[src/rtl/ddrbc_pkg.sv]
package ddrbc_pkg;
    localparam int NUM_BANKS = 8;
    localparam int BA_W = 3;
    localparam int ROW_W = 14;
    localparam int COL_W = 10;
    localparam int DQ_W = 16;
    localparam int DM_W = 2;
    localparam int ADDR_W = 14;
    localparam int A10_POS = 10;
    localparam int A12_POS = 12;
    localparam int BURST8_BEATS = 8;
    localparam int BURST4_BEATS = 4;
    localparam logic [3:0] BEAT8_LAST = 4'h7;
    localparam logic [3:0] BEAT4_LAST = 4'h3;
    localparam int FIFO_DEPTH = 8;
    localparam logic [ROW_W-1:0] ROW_RST = 14'h0000;
    localparam logic [ROW_W-1:0] REF_ROW_RST = 14'h0000;
    localparam int CLK_PERIOD_NS = 10;
    localparam int SELF_REF_INTERVAL_NS = 7800;
    localparam int SELF_REF_CYCLES = SELF_REF_INTERVAL_NS / CLK_PERIOD_NS;
    localparam logic [12:0] SELF_REF_CNT = 13'(SELF_REF_CYCLES - 1);
    typedef enum logic [2:0] {
        DDRBC_CMD_NOP = 3'h0,
        DDRBC_CMD_ACT = 3'h1,
        DDRBC_CMD_RD = 3'h2,
        DDRBC_CMD_WR = 3'h3,
        DDRBC_CMD_PRE = 3'h4,
        DDRBC_CMD_REF = 3'h5,
        DDRBC_CMD_SRE = 3'h6,
        DDRBC_CMD_OTH = 3'h7
    } ddrbc_cmd_t;
    typedef enum logic [1:0] {
        DDRBC_ST_IDLE = 2'b00,
        DDRBC_ST_READ = 2'b01,
        DDRBC_ST_WRITE = 2'b11,
        DDRBC_ST_SELF = 2'b10
    } ddrbc_state_t;
endpackage : ddrbc_pkg

[src/rtl/ddrbc_core.sv]
module ddrbc_core
    import ddrbc_pkg::*;
(
    input wire logic clk_in,
    input wire logic arst_n_in,
    input wire logic cke_in,
    input wire logic cs_n_in,
    input wire logic ras_n_in,
    input wire logic cas_n_in,
    input wire logic we_n_in,
    input wire logic [BA_W-1:0] ba_in,
    input wire logic [ADDR_W-1:0] addr_in,
    input wire logic otf_en_in,
    input wire logic mrs_burst8_in,
    input wire logic [DQ_W-1:0] wdata_in,
    input wire logic [DM_W-1:0] dm_in,
    input wire logic wdata_valid_in,
    output logic wdata_ready_out,
    output logic [NUM_BANKS-1:0] bank_open_out,
    output logic busy_out,
    output logic self_refresh_out,
    output logic [ROW_W-1:0] refresh_row_out,
    output logic rd_beat_out,
    output logic [COL_W-1:0] rd_col_out,
    output logic [BA_W-1:0] rd_bank_out,
    output logic wr_beat_out,
    output logic [COL_W-1:0] wr_col_out,
    output logic [BA_W-1:0] wr_bank_out,
    output logic [ROW_W-1:0] wr_row_out,
    output logic [DQ_W-1:0] wr_data_out,
    output logic [DM_W-1:0] wr_byte_en_out
);
    // ------------------------------------------------------------------
    // Input synchronisers
    // ------------------------------------------------------------------
    logic [BA_W+ADDR_W+6:0] pin_s1_r;
    logic [BA_W+ADDR_W+6:0] pin_s2_r;
    always_ff @(posedge clk_in or negedge arst_n_in) begin
        if (!arst_n_in) begin
            pin_s1_r <= '0;
            pin_s2_r <= '0;
        end else begin
            pin_s1_r <= {cke_in, cs_n_in, ras_n_in, cas_n_in, we_n_in, otf_en_in,
                         mrs_burst8_in, ba_in, addr_in};
            pin_s2_r <= pin_s1_r;
        end
    end
    logic cke_s, cs_n_s, ras_n_s, cas_n_s, we_n_s, otf_s, mrs8_s;
    logic [BA_W-1:0] ba_s;
    logic [ADDR_W-1:0] a_s;
    assign {cke_s, cs_n_s, ras_n_s, cas_n_s, we_n_s, otf_s, mrs8_s, ba_s, a_s} = pin_s2_r;

    // ------------------------------------------------------------------
    // Write data buffer
    // ------------------------------------------------------------------
    logic [DQ_W+DM_W-1:0] fifo_q;
    logic fifo_valid;
    logic fifo_pop;
    ddrbc_fifo #(.WIDTH(DQ_W + DM_W), .DEPTH(FIFO_DEPTH)) u_wfifo (
        .clk_in(clk_in),
        .arst_n_in(arst_n_in),
        .wr_data_in({dm_in, wdata_in}),
        .wr_valid_in(wdata_valid_in),
        .wr_ready_out(wdata_ready_out),
        .rd_data_out(fifo_q),
        .rd_valid_out(fifo_valid),
        .rd_ready_in(fifo_pop)
    );

    // ------------------------------------------------------------------
    // State
    // ------------------------------------------------------------------
    typedef struct packed {
        ddrbc_state_t st;
        logic [NUM_BANKS-1:0] open;
        logic [NUM_BANKS-1:0][ROW_W-1:0] row;
        logic [BA_W-1:0] bank;
        logic [COL_W-1:0] col;
        logic [3:0] beat;
        logic [3:0] last;
        logic ap;
        logic [ROW_W-1:0] ref_row;
        logic [12:0] sr_cnt;
        logic rd_beat;
        logic wr_beat;
        logic [COL_W-1:0] out_col;
        logic [BA_W-1:0] out_bank;
        logic [ROW_W-1:0] out_row;
        logic [DQ_W-1:0] out_data;
        logic [DM_W-1:0] out_be;
        logic busy;
        logic sr;
    } ddrbc_core_t;
    ddrbc_core_t s_r;
    ddrbc_core_t s_nxt;

    ddrbc_cmd_t cmd;
    always_comb begin
        cmd = DDRBC_CMD_NOP;
        if (cke_s && !cs_n_s) begin
            case ({ras_n_s, cas_n_s, we_n_s})
                3'b011: cmd = DDRBC_CMD_ACT;
                3'b101: cmd = DDRBC_CMD_RD;
                3'b100: cmd = DDRBC_CMD_WR;
                3'b010: cmd = DDRBC_CMD_PRE;
                3'b001: cmd = DDRBC_CMD_REF;
                3'b111: cmd = DDRBC_CMD_NOP;
                default: cmd = DDRBC_CMD_OTH;
            endcase
        end
    end
    // Self refresh entry is REFRESH with CKE dropping, seen one cycle late
    logic cke_d_r;
    always_ff @(posedge clk_in or negedge arst_n_in) begin
        if (!arst_n_in) begin
            cke_d_r <= 1'b0;
        end else begin
            cke_d_r <= cke_s;
        end
    end
    logic sre;
    assign sre = cke_d_r && !cke_s && !cs_n_s && !ras_n_s && !cas_n_s && we_n_s;

    logic b8;
    logic [COL_W-1:0] seq_col;
    logic [2:0] low;
    always_comb begin
        b8 = otf_s ? a_s[A12_POS] : mrs8_s;
        low = s_r.col[2:0] + s_r.beat[2:0];
        // Chopped bursts wrap within their four-column half
        seq_col = (s_r.last == BEAT4_LAST) ? {s_r.col[COL_W-1:2], low[1:0]} :
                  {s_r.col[COL_W-1:3], low};
    end
    assign fifo_pop = (s_r.st == DDRBC_ST_WRITE) && fifo_valid;

    always_comb begin
        s_nxt = s_r;
        s_nxt.rd_beat = 1'b0;
        s_nxt.wr_beat = 1'b0;
        case (s_r.st)
            DDRBC_ST_READ: begin
                // Burst cannot be cut short by any new command
                s_nxt.rd_beat = 1'b1;
                s_nxt.out_col = seq_col;
                s_nxt.out_bank = s_r.bank;
                s_nxt.beat = s_r.beat + 4'h1;
                if (s_r.beat == s_r.last) begin
                    s_nxt.st = DDRBC_ST_IDLE;
                    if (s_r.ap) begin
                        s_nxt.open[s_r.bank] = 1'b0;
                    end
                end
            end
            DDRBC_ST_WRITE: begin
                if (fifo_valid) begin
                    s_nxt.wr_beat = 1'b1;
                    s_nxt.out_col = seq_col;
                    s_nxt.out_bank = s_r.bank;
                    s_nxt.out_row = s_r.row[s_r.bank];
                    s_nxt.out_data = fifo_q[DQ_W-1:0];
                    s_nxt.out_be = ~fifo_q[DQ_W+DM_W-1:DQ_W];
                    s_nxt.beat = s_r.beat + 4'h1;
                    if (s_r.beat == s_r.last) begin
                        s_nxt.st = DDRBC_ST_IDLE;
                        if (s_r.ap) begin
                            s_nxt.open[s_r.bank] = 1'b0;
                        end
                    end
                end
            end
            DDRBC_ST_SELF: begin
                // Internal timer keeps refreshing rows with no commands
                if (s_r.sr_cnt == 13'h0000) begin
                    s_nxt.sr_cnt = SELF_REF_CNT;
                    s_nxt.ref_row = s_r.ref_row + 1'b1;
                end else begin
                    s_nxt.sr_cnt = s_r.sr_cnt - 13'h0001;
                end
                if (cke_s) begin
                    s_nxt.st = DDRBC_ST_IDLE;
                end
            end
            default: begin
                s_nxt.st = DDRBC_ST_IDLE;
            end
        endcase
        if (s_r.st != DDRBC_ST_SELF) begin
            if (sre && s_r.st == DDRBC_ST_IDLE) begin
                s_nxt.st = DDRBC_ST_SELF;
                s_nxt.sr_cnt = SELF_REF_CNT;
            end
            case (cmd)
                DDRBC_CMD_ACT: begin
                    s_nxt.open[ba_s] = 1'b1;
                    s_nxt.row[ba_s] = a_s[ROW_W-1:0];
                end
                DDRBC_CMD_RD, DDRBC_CMD_WR: begin
                    if (s_r.st == DDRBC_ST_IDLE && s_r.open[ba_s]) begin
                        s_nxt.st = (cmd == DDRBC_CMD_RD) ? DDRBC_ST_READ : DDRBC_ST_WRITE;
                        s_nxt.bank = ba_s;
                        s_nxt.col = a_s[COL_W-1:0];
                        s_nxt.ap = a_s[A10_POS];
                        s_nxt.beat = 4'h0;
                        s_nxt.last = b8 ? BEAT8_LAST : BEAT4_LAST;
                    end
                end
                DDRBC_CMD_PRE: begin
                    // Closing an idle bank changes nothing, acting as a nop
                    if (a_s[A10_POS]) begin
                        s_nxt.open = '0;
                    end else begin
                        s_nxt.open[ba_s] = 1'b0;
                    end
                end
                DDRBC_CMD_REF: begin
                    s_nxt.ref_row = s_r.ref_row + 1'b1;
                end
                default: begin
                end
            endcase
        end
        // Status bits follow the next state so they register with it
        s_nxt.busy = (s_nxt.st == DDRBC_ST_READ) || (s_nxt.st == DDRBC_ST_WRITE);
        s_nxt.sr = (s_nxt.st == DDRBC_ST_SELF);
    end

    always_ff @(posedge clk_in or negedge arst_n_in) begin
        if (!arst_n_in) begin
            s_r <= '0;
            s_r.st <= DDRBC_ST_IDLE;
            s_r.ref_row <= REF_ROW_RST;
        end else begin
            s_r <= s_nxt;
        end
    end

    assign bank_open_out = s_r.open;
    assign busy_out = s_r.busy;
    assign self_refresh_out = s_r.sr;
    assign refresh_row_out = s_r.ref_row;
    assign rd_beat_out = s_r.rd_beat;
    assign rd_col_out = s_r.out_col;
    assign rd_bank_out = s_r.out_bank;
    assign wr_beat_out = s_r.wr_beat;
    assign wr_col_out = s_r.out_col;
    assign wr_bank_out = s_r.out_bank;
    assign wr_row_out = s_r.out_row;
    assign wr_data_out = s_r.out_data;
    assign wr_byte_en_out = s_r.out_be;
endmodule : ddrbc_core

[src/rtl/ddrbc_fifo.sv]
module ddrbc_fifo #(
    parameter int WIDTH = 8,
    parameter int DEPTH = 8
) (
    input wire logic clk_in,
    input wire logic arst_n_in,
    input wire logic [WIDTH-1:0] wr_data_in,
    input wire logic wr_valid_in,
    output logic wr_ready_out,
    output logic [WIDTH-1:0] rd_data_out,
    output logic rd_valid_out,
    input wire logic rd_ready_in
);
    localparam int AW = $clog2(DEPTH);
    logic [WIDTH-1:0] mem_r [DEPTH];
    logic [AW:0] wp_r;
    logic [AW:0] rp_r;
    logic room_r;
    logic avail_r;
    logic [AW:0] wp_nxt;
    logic [AW:0] rp_nxt;
    // Flags come from the next pointers so that ready leaves a flip-flop
    always_comb begin
        wp_nxt = wp_r + {{AW{1'b0}}, (wr_valid_in && room_r)};
        rp_nxt = rp_r + {{AW{1'b0}}, (rd_ready_in && avail_r)};
    end
    assign wr_ready_out = room_r;
    assign rd_valid_out = avail_r;
    assign rd_data_out = mem_r[rp_r[AW-1:0]];
    always_ff @(posedge clk_in or negedge arst_n_in) begin
        if (!arst_n_in) begin
            wp_r <= '0;
            rp_r <= '0;
            room_r <= 1'b1;
            avail_r <= 1'b0;
        end else begin
            wp_r <= wp_nxt;
            rp_r <= rp_nxt;
            room_r <= (wp_nxt[AW] == rp_nxt[AW]) || (wp_nxt[AW-1:0] != rp_nxt[AW-1:0]);
            avail_r <= (wp_nxt != rp_nxt);
        end
    end
    always_ff @(posedge clk_in) begin
        if (wr_valid_in && room_r) begin
            mem_r[wp_r[AW-1:0]] <= wr_data_in;
        end
    end
endmodule : ddrbc_fifo

[config.mk]
export PLATFORM = sky130hd
export DESIGN_NAME = ddrbc_core
export DESIGN_NICKNAME = d
export VERILOG_FILES = /design/src/rtl/ddrbc_pkg.sv /design/src/rtl/ddrbc_core.sv /design/src/rtl/ddrbc_fifo.sv
export SDC_FILE = /design/constraint.sdc
export NUM_CORES = 1
export LEC_CHECK = 0
export ABC_AREA = 1
export BUFFER_PORTS_ARGS = -buffer_cell sky130_fd_sc_hd__buf_4
export CORE_ASPECT_RATIO = 1.2
export CORE_UTILIZATION = 55
export DETAILED_ROUTE_END_ITERATION = 8
export HOLD_SLACK_MARGIN = 0.03
export PLACE_DENSITY_LB_ADDON = 0.12
export SYNTH_ARGS = -nofsm -noshare
export SYNTH_HDL_FRONTEND = slang
export SYNTH_SLANG_ARGS = --single-unit
[constraint.sdc]
create_clock -name clk_in -period 2.68 [get_ports clk_in]
set_clock_uncertainty 0.1 [all_clocks]
set_input_delay 0.268 -clock clk_in [delete_from_list [all_inputs] [get_ports clk_in]]
set_output_delay 0.268 -clock clk_in [all_outputs]
set_load 0.02 [all_outputs]
==> summary.txt, run 1 <==
Final layout
  • Area grow syn2layout: 14.7%
  • Share of cells above drive strength 1: 14.5%
  • Antenna Cells: 0
  • Nets@finish: 1863

Setup path
  • Setup CP Type: flip-flop to flip-flop
  • Crit start category: flip-flop
  • Critical path startpoint: s_r[218]
  • Crit path required time: 3000 ps
  • CP Max Fanout: 11
  • FF-to-FF Start: s_r[218]
  • Critical path arrival: 2380 ps
  • Worst setup EP type: flip-flop

Power
  • Ratio of total power to cell area: 793 nW/um^2
  • Peak VDD IR: 0.596 mV
  • Leakage: 9.04 nW

Timing
  • TNS Setup: 0 ps
  • Fin. Hold Viols: 0
  • Final worst slack: 616 ps
  • Slew Limit Headroom: 34.7%
  • Period utilisation layout: 77.0%
  • Final setup viols: 0
  • RSZ-0062 raised after global routing: no
  • Worst Tran Pin Value: 980 ps
  • Slew Limit Fails: 0
  • Achievable frequency: 485 MHz
  • Crit path time final: 2060 ps

Global routing
  • GRT overflow: 0
  • Vias in the first global route: 12000
  • First-pass GRT wire length: 62300 microns
  • Largest net degree at the start of global routing: 103
  • Initial antenna violation count: 0
  • GRT Util Overall: 24.0%

CTS
  • Post_cts resized: 0
  • Total CTS buffers: 42
  • Clk pin slew, worst setup/hold paths: 60 ps
  • Worst-skew pair later-pin latency: 550 ps
  • H-tree level count: 2
  • CTS tree: done
  • CTS Buffer Depth: 3
  • Clock Sinks: 420
  • CTS root buffer: clkbuf_16

Logic synthesis
  • Number of synthesized flops with an enable pin: 144
  • Area share of the leading cell type in the synthesized netlist: 38.6%
  • Async S/R FF share, synth: 65.7%
  • Register bit total from synthesis: 420
  • Distinct cells, synth: 42
  • Synthesized instance count: 1713
  • Sequential fraction of the synthesis area: 63.1%
  • Synth area leaders: dfrtp_1 (39%), edfxtp_1 (24%), nand2_1 (9.1%), buf_4 (3.4%), inv_1 (3.2%)
  • Yosys top cell by area: dfrtp_1
  • Synth cell count leaders: nand2_1 (430), dfrtp_1 (275), inv_1 (153)
  • Top_reg_cell synth: dfrtp_1
  • Syn Nets: 1767
  • Syn Area/Cell: 10.4 sq um
  • Top-count cell post-synth: nand2_1
  • Syn Std Cell Area: 17800 sq um
  • Synth Warn #: 0

Floorplanning
  • Die area: 33100 sq um
  • Initial Utilization: 56.3%
  • Io pins: 130
  • Die Wd: 166 microns
  • Cell row count: 71
  • Core area: 31600 sq um
  • Die Ht: 199 microns

Detailed routing
  • Via count: 11900
  • Total wire length: 38400 microns
  • Average routed wire per standard cell: 17.1 microns
  • Antenna Nets Post-Route: 0
  • Via density: 5.32
  • DR pass1 iterations: 7
  • Residual DRC: 10
  • Initial DRC count: 721

Placed design
  • Placer Congestion: 0.866
  • DP Worst Slack: 604 ps
  • Post-detail-place hpwl: 23900 microns
  • IO Port Bufs: 129

Job
  • Max-Cap Viols: 0

Outcome
  • Outcome: finished with violations
  • Failing checks: DRC

Worst hold path
  • Worst hold-check path type: primary input to async pin
-- stage by stage --
step | utilization [%] | std cells | hold slack (ps) | instance area (sq um) | power, mW
4_1_cts | 64.6 | 2243 | 214 | 20400 | 16.4
3_3_place_gp | 58.8 | 2122 | 205 | 18600 | 10.4
6_report | 64.6 | 2243 | 172 | 20400 | 16.2
3_5_place_dp | 58.8 | 2122 | 208 | 18600 | 10.4
5_1_grt | 64.6 | 2243 | 231 | 20400 | 17.0
2_1_floorplan | - | 1713 | -128 | 17800 | 9.62
-- placed cells by master, fill, tap and decap left out, types with 9 or more instances in the layout --
cell type | synthesis | routed
nand2_1 | 430 | 430
dfrtp_1 | 275 | 273
inv_1 | 153 | 153
buf_4 | 81 | 150
edfxtp_1 | 144 | 144
o21ai_1 | 93 | 93
nor2_1 | 82 | 81
o211ai_1 | 74 | 74
o21ai_0 | 67 | 67
nand3_1 | 59 | 59
dlygate4sd3_1 | 0 | 44
clkbuf_16 | 0 | 43
a21oi_1 | 40 | 40
xor2_1 | 21 | 21
o21ai_2 | 19 | 19
o2111ai_1 | 17 | 17
nor3_1 | 14 | 14
o22a_1 | 14 | 14
clkbuf_1 | 34 | 10
nand4_1 | 9 | 9
-- report_power, final --
part,switching (mW),internal [mW],leakage [nW],total [mW]
clock,2.40,3.45,0.685,5.85
sequential,0.497,7.47,4.95,7.96
combinational,1.50,0.894,3.41,2.40
-- cell families (layout without fill, tap and decap cells) --
| family | count (synthesis) | count (layout) | synth area share [%] |
|---|---|---|---|
| and+or+nand+nor | 619 | 619 | 14.5 |
| DFF | 420 | 420 | 63.1 |
| buffers and inverters | 310 | 439 | 9.05 |
| adders and majority gates | 9 | 9 | 0.674 |
| xor gates and xnor gates | 29 | 29 | 1.43 |
| AOI/OAI and AO/OA | 326 | 326 | 11.3 |
-- cell type report --
| class | count | area, sq um |
|---|---|---|
| Sequential cell | 420 | 11200 |
| Clock inverter | 17 | 191 |
| Clock buffer | 60 | 1210 |
| Multi-Input combinational cell | 983 | 4980 |
| Inverter | 160 | 601 |
| Tap cell | 401 | 502 |
| Fill cell | 2538 | 11200 |
| Timing Repair Buffer | 202 | 1720 |
-- worst max-delay path, stage by stage, from the launching register on --
cell     delay (ps)
dfrtp_1         450
inv_2            70
nand2_2         210
inv_1           150
nor2_2          390
nand2_1         310
a21oi_1         200
a21oi_1          60
-- final timing paths --
kind | to | slack, ps | depth (start not counted)
worst max-delay path | bank_open_out[7] | 620 | 7
min in group clk_in | pin_s2_r[1] | 250 | 0
worst max register to register | bank_open_out[7] | 620 | 7
worst min register to register | pin_s2_r[1] | 250 | 0
max in group asynchronous | pin_s2_r[17] | 1510 | 3
worst min-delay path | async pin | 170 | 2
-- routing by layer --
metal  vias to the layer above  global-route usage (%)  share of wire, %
li1                       5811                       -                 -
met1                      5769                    29.7                42
met2                       288                    43.9                52
met3                        60                    3.19               4.5
met4                         0                    7.68               2.2
met5                         -                       0                 0
-- repair_timing --
action	in CTS	in global routing
endpoints found under the setup margin	0	0
endpoints found under the hold margin	241	0
buffers inserted	0	0
hold buffers	44	0
Power figures use the tool's default switching activity.
==> run 2, diff against run 1 <==
clock period = 2.1 ns   (was 2.68 ns; I/O delays follow)
==> run 2 against run 1 <==
  * The flow still finishes with violations (DRC)
  * Sequential cell count stayed put
  * Non-clock buffer count increased by 17
  * Largest cell class unchanged
  * Critical path type unchanged
  * Critical path depth is the same
  * Final cell count grew 0.85%
  * Final area increased by 1.2%
==> summary.txt, run 2 (synthesis gave the netlist of run 1 again) <==
Outcome
  • Outcome: finished with violations
  • Failing checks: DRC

Final layout
  • Most frequent cells in the layout: nand2_1 (430), dfrtp_1 (271), buf_4 (157), inv_1 (153), edfxtp_1 (144)
  • Nets@finish: 1881
  • Antenna Cells: 0
  • Footprint of the multi-input gates: 4980 sq um
  • Filler cell count: 2496
  • Most common cell after layout, fill and taps aside: nand2_1
  • Reg area: 11200 sq um
  • Share of cells above drive strength 1: 15.7%
  • Area grow syn2layout: 16.1%
  • Fin util: 65.4%

CTS
  • Clock Sinks: 420
  • CTS root buffer: clkbuf_16
  • H-tree level count: 2
  • Clk pin slew, worst setup/hold paths: 60 ps
  • Total CTS buffers: 43
  • Worst-skew pair later-pin latency: 550 ps
  • CTS Buffer Depth: 3
  • # Post-CTS Setup Buffers: 0
  • CTS tree: done

Detailed routing
  • Initial DRC count: 896
  • Total wire length: 39400 microns
  • DR pass1 iterations: 7
  • Via density: 5.40
  • Via count: 12200
  • Antenna Nets Post-Route: 0
  • Average routed wire per standard cell: 17.4 microns
  • Residual DRC: 10

Timing
  • Period utilisation layout: 91.6%
  • Achievable frequency: 520 MHz
  • Worst Tran Pin Value: 530 ps
  • WHS: 107 ps
  • Fin. Hold Viols: 0
  • Final setup viols: 0
  • RSZ-0062 raised after global routing: no
  • Slew Limit Headroom: 64.6%
  • Crit path time final: 1920 ps
  • Slew Limit Fails: 0
  • TNS Setup: 0 ps

Setup path
  • Worst reg-to-reg setup slack: 180 ps
  • Critical path's largest stage delay: 450 ps
  • Most used cell, CP: a21oi_1
  • Crit path required time: 2430 ps
  • Reg2Reg Depth: 7
  • Crit start category: flip-flop
  • Worst setup EP type: flip-flop
  • Cell chain of the critical path: ha_1 > fa_1 > or2_2 > o21ai_0 > a21oi_1 > xnor2_1 > a21oi_1
  • FF-to-FF Start: s_r[81]
  • CP Max Fanout: 6
  • Cell family with most CP delay: adder cells
  • Setup CP Type: flip-flop to flip-flop
  • Critical path arrival: 2260 ps
  • WP buf/inv: 0
  • Reg-to-Reg End: rd_col_out[2]
  • Slowest cell on crit path: dfrtp_1

Worst hold path
  • Worst hold-check path type: primary input to async pin

Floorplanning
  • Core area: 31600 sq um
  • Initial Utilization: 56.3%
  • Cell row count: 71
  • Io pins: 130
  • Die Ht: 199 microns
  • Die Wd: 166 microns
  • Die area: 33100 sq um

Job
  • Max-Cap Viols: 0

Power
  • Switching power: 5.73 mW
  • Leakage: 9.17 nW
  • Clock share of power: 35.9%
  • P_int: 15.1 mW
  • Ratio of total power to cell area: 1010 nW/um^2
  • Comb pwr share: 15.6%
  • Peak VDD IR: 0.892 mV
  • Sw Share: 27.5%
  • Sequential share of power: 48.5%

Placed design
  • Post-detail-place hpwl: 24400 microns
  • Placer Congestion: 0.817
  • IO Port Bufs: 129

Global routing
  • Initial antenna violation count: 0
  • GRT overflow: 0
  • Largest net degree at the start of global routing: 87
  • First-pass GRT wire length: 63300 microns
  • Vias in the first global route: 12000
  • GRT Util Overall: 24.5%
==> run 2: changes by cell type in the layout (fill, tap and decap cells not counted), sizes merged <==
cell,delta
buf,+17
inv,+4
clkbuf,-3
clkinv,+1
==> run 2: power by group through the flow <==
stage | registers (mW) | clock network (mW) | logic [mW]
after floorplan | 10.1 | 0 | 2.19
after global placement | 10.2 | 0 | 3.13
after detailed placement | 10.2 | 0 | 3.20
after CTS | 10.1 | 7.61 | 3.29
after global routing | 10.2 | 7.94 | 3.61
final | 10.1 | 7.48 | 3.25
==> run 2: routing by layer <==
layer	GRT usage (%)	vias to the layer above	part of all wire [%]
met5	0	-	0
met4	9.77	0	3.4
met3	3.86	91	4.9
met2	43.5	320	51
met1	30.2	5911	41
li1	-	5882	-
==> run 2: final cells by class <==
type                       instances  share of cell area [%]
clock buffer                      57                    5.72
clock inverter                    22                   0.980
inverter                         160                    2.90
multi-input combinational        983                    24.1
sequential                       420                    54.4
tap                              401                    2.43
timing repair buffer             219                    9.51
==> run 2: per-stage QoR <==
stage               power [mW]  std cells  instance area, sq um  setup slack (ps)
global placement          13.3       2139                 18800               218
finish                    20.8       2262                 20700               176
CTS                       21.0       2262                 20700               118
floorplan                 12.3       1713                 17800              -127
detailed placement        13.4       2139                 18800               141
global route              21.8       2262                 20700              37.2
==> run 2: worst max path at each step <==
stage / end / cells past startpoint / from / slack (ps)
after floorplan: u_wfifo.mem_r[0][0] / 3 / u_wfifo.wr_ready_out / -130
after global placement: wr_row_out[8] / 6 / s_r[219] / 220
after detailed placement: wr_row_out[8] / 6 / s_r[219] / 140
after CTS: wr_row_out[8] / 6 / s_r[219] / 120
after global routing: rd_col_out[2] / 7 / s_r[81] / 40
final: rd_col_out[2] / 7 / s_r[81] / 180
==> run 2: timing repair <==
action                     4_1_cts  5_1_grt
hold buffers                    44        0
gates resized for setup          0        3
hold endpoints to repair       444        0
setup endpoints to repair        0       10
==> run 3, diff against run 2 <==
PLACE_DENSITY = 0.85   (was not set)
PLACE_DENSITY_LB_ADDON = not set   (was 0.12)
==> run 3 against run 2 <==
  * The flow still finishes with violations (DRC)
  * First-iteration DRC count up 29%
  * Non-clock buffer count decreased by 2
  * Via count grew 3.2%
  * Largest cell class unchanged
  * Combinational power rose by 1%
  * Final cell count decreased by 0.18%
  * Die area unchanged
  * Clock power is essentially flat
==> summary.txt, run 3 (synthesis gave the netlist of run 1 again) <==
Setup path
  • Crit start category: flip-flop
  • Slowest cell on crit path: nor3_1
  • Cell chain of the critical path: inv_1 > nor3_1 > nand2_4 > nand2_1 > o21ai_1
  • Critical path arrival: 2290 ps
  • Setup CP Type: flip-flop to flip-flop
  • Crit path required time: 2410 ps
  • Worst setup EP type: flip-flop
  • Critical path's largest stage delay: 510 ps
  • CP Max Fanout: 28

CTS
  • CTS tree: done
  • Total CTS buffers: 42
  • CTS root buffer: clkbuf_16
  • Clk pin slew, worst setup/hold paths: 60 ps
  • Worst-skew pair later-pin latency: 550 ps
  • H-tree level count: 2
  • Clock Sinks: 420
  • CTS Buffer Depth: 3

Timing
  • TNS Setup: 0 ps
  • Final worst slack: 116 ps
  • WHS: 119 ps
  • Worst Tran Pin Value: 562 ps
  • Slew Limit Headroom: 62.2%
  • RSZ-0062 raised after global routing: no
  • Period utilisation layout: 94.5%
  • Crit path time final: 1980 ps
  • Fin. Hold Viols: 0
  • Final setup viols: 0
  • Achievable frequency: 504 MHz
  • Slew Limit Fails: 0

Power
  • Peak VDD IR: 0.874 mV
  • P_int: 15.2 mW
  • Switching power: 5.76 mW
  • Clock share of power: 35.8%
  • Ratio of total power to cell area: 1010 nW/um^2
  • Sequential share of power: 48.4%
  • Sw Share: 27.5%
  • Comb pwr share: 15.7%
  • Leakage: 9.15 nW

Detailed routing
  • Residual DRC: 12
  • Total wire length: 40400 microns
  • Antenna Nets Post-Route: 0
  • Average routed wire per standard cell: 17.9 microns
  • Via density: 5.58
  • Initial DRC count: 1154
  • DR pass1 iterations: 7
  • Via count: 12600

Final layout
  • Antenna Cells: 0
  • Nets@finish: 1878
  • Most common cell after layout, fill and taps aside: nand2_1
  • Most frequent cells in the layout: nand2_1 (430), dfrtp_1 (271), buf_4 (157), inv_1 (153), edfxtp_1 (144)
  • Share of cells above drive strength 1: 15.7%
  • Area grow syn2layout: 15.9%
  • Filler cell count: 2307

Global routing
  • GRT Util Overall: 24.7%
  • Largest net degree at the start of global routing: 103
  • First-pass GRT wire length: 64000 microns
  • Vias in the first global route: 12300
  • Initial antenna violation count: 0
  • GRT overflow: 0

Job
  • Max-Cap Viols: 0

Outcome
  • Outcome: finished with violations
  • Failing checks: DRC

Placed design
  • DP Worst Slack: 96.9 ps
  • Placer Congestion: 0.889
  • Post-detail-place hpwl: 24800 microns
  • IO Port Bufs: 129

Floorplanning
  • Initial Utilization: 56.3%
  • Cell row count: 71
  • Io pins: 130
  • Die Wd: 166 microns
  • Core area: 31600 sq um
  • Die Ht: 199 microns
  • Die area: 33100 sq um

Worst hold path
  • Worst hold-check path type: primary input to async pin
==> run 3: repair_timing <==
action                     CTS  global route
buffers inserted             0             0
resized for setup            0             3
hold buffers                44             0
hold endpoints to repair   433             0
setup endpoints to repair    0            19
==> run 3: metrics by stage <==
step                      utilization, %  cell area, sq um  total power [mW]  cells
after floorplan                        -             17800              12.3   1713
after global placement              59.4             18800              13.3   2137
after detailed placement            59.4             18800              13.4   2137
after CTS                           65.3             20600              21.0   2258
after global routing                65.3             20700              21.8   2258
final                               65.3             20700              20.9   2258
==> run 3: final timing paths <==
| path | slack, ps | cells after the start | from | end |
|---|---|---|---|---|
| setup / recovery | 120 | 5 | pin_s2_r[15] | flip-flop |
| min in group clk_in | 220 | 2 | addr_in[5] | pin_s1_r[5] |
| hold reg to reg | 240 | 0 | pin_s1_r[7] | pin_s2_r[7] |
| hold / removal | 120 | 2 | arst_n_in | async pin |
| max in group asynchronous | 1020 | 3 | arst_n_in | u_wfifo.wr_ready_out |
| setup reg to reg | 120 | 5 | pin_s2_r[15] | flip-flop |
==> run 3: power by group through the flow <==
stage	clock network [mW]	registers, mW	logic (mW)
floorplan	0	10.1	2.19
global placement	0	10.2	3.06
detailed placement	0	10.3	3.19
CTS	7.59	10.1	3.29
global route	7.92	10.2	3.63
finish	7.49	10.1	3.29
==> run 3: critical path, delay by kind of cell, from the launching register on <==
family / cells / cell delay (ps)
AOI/OAI and AO/OA: 1 / 80
DFF: 1 / 470
buffers and inverters: 1 / 180
and+or+nand+nor: 3 / 1020
==> run 3: area by class of cell <==
cell class              instances  area, sq um  share of cell area [%]
well taps                     401          502                    2.43
flip-flops and latches        420        11200                    54.4
clock buffers                  61         1240                    6.03
inverters                     160          601                    2.91
multi-input cells             983         4980                    24.1
clock inverters                16          161                   0.781
repair buffers                217         1930                    9.32
==> run 3: routing by layer <==
layer / GRT usage [%] / up-vias / part of all wire [%]
met4: 11.0 / 0 / 3.4
met5: 0 / - / 0
met3: 3.88 / 105 / 6.5
met1: 29.4 / 6142 / 38
li1: - / 5852 / -
met2: 44.5 / 492 / 52
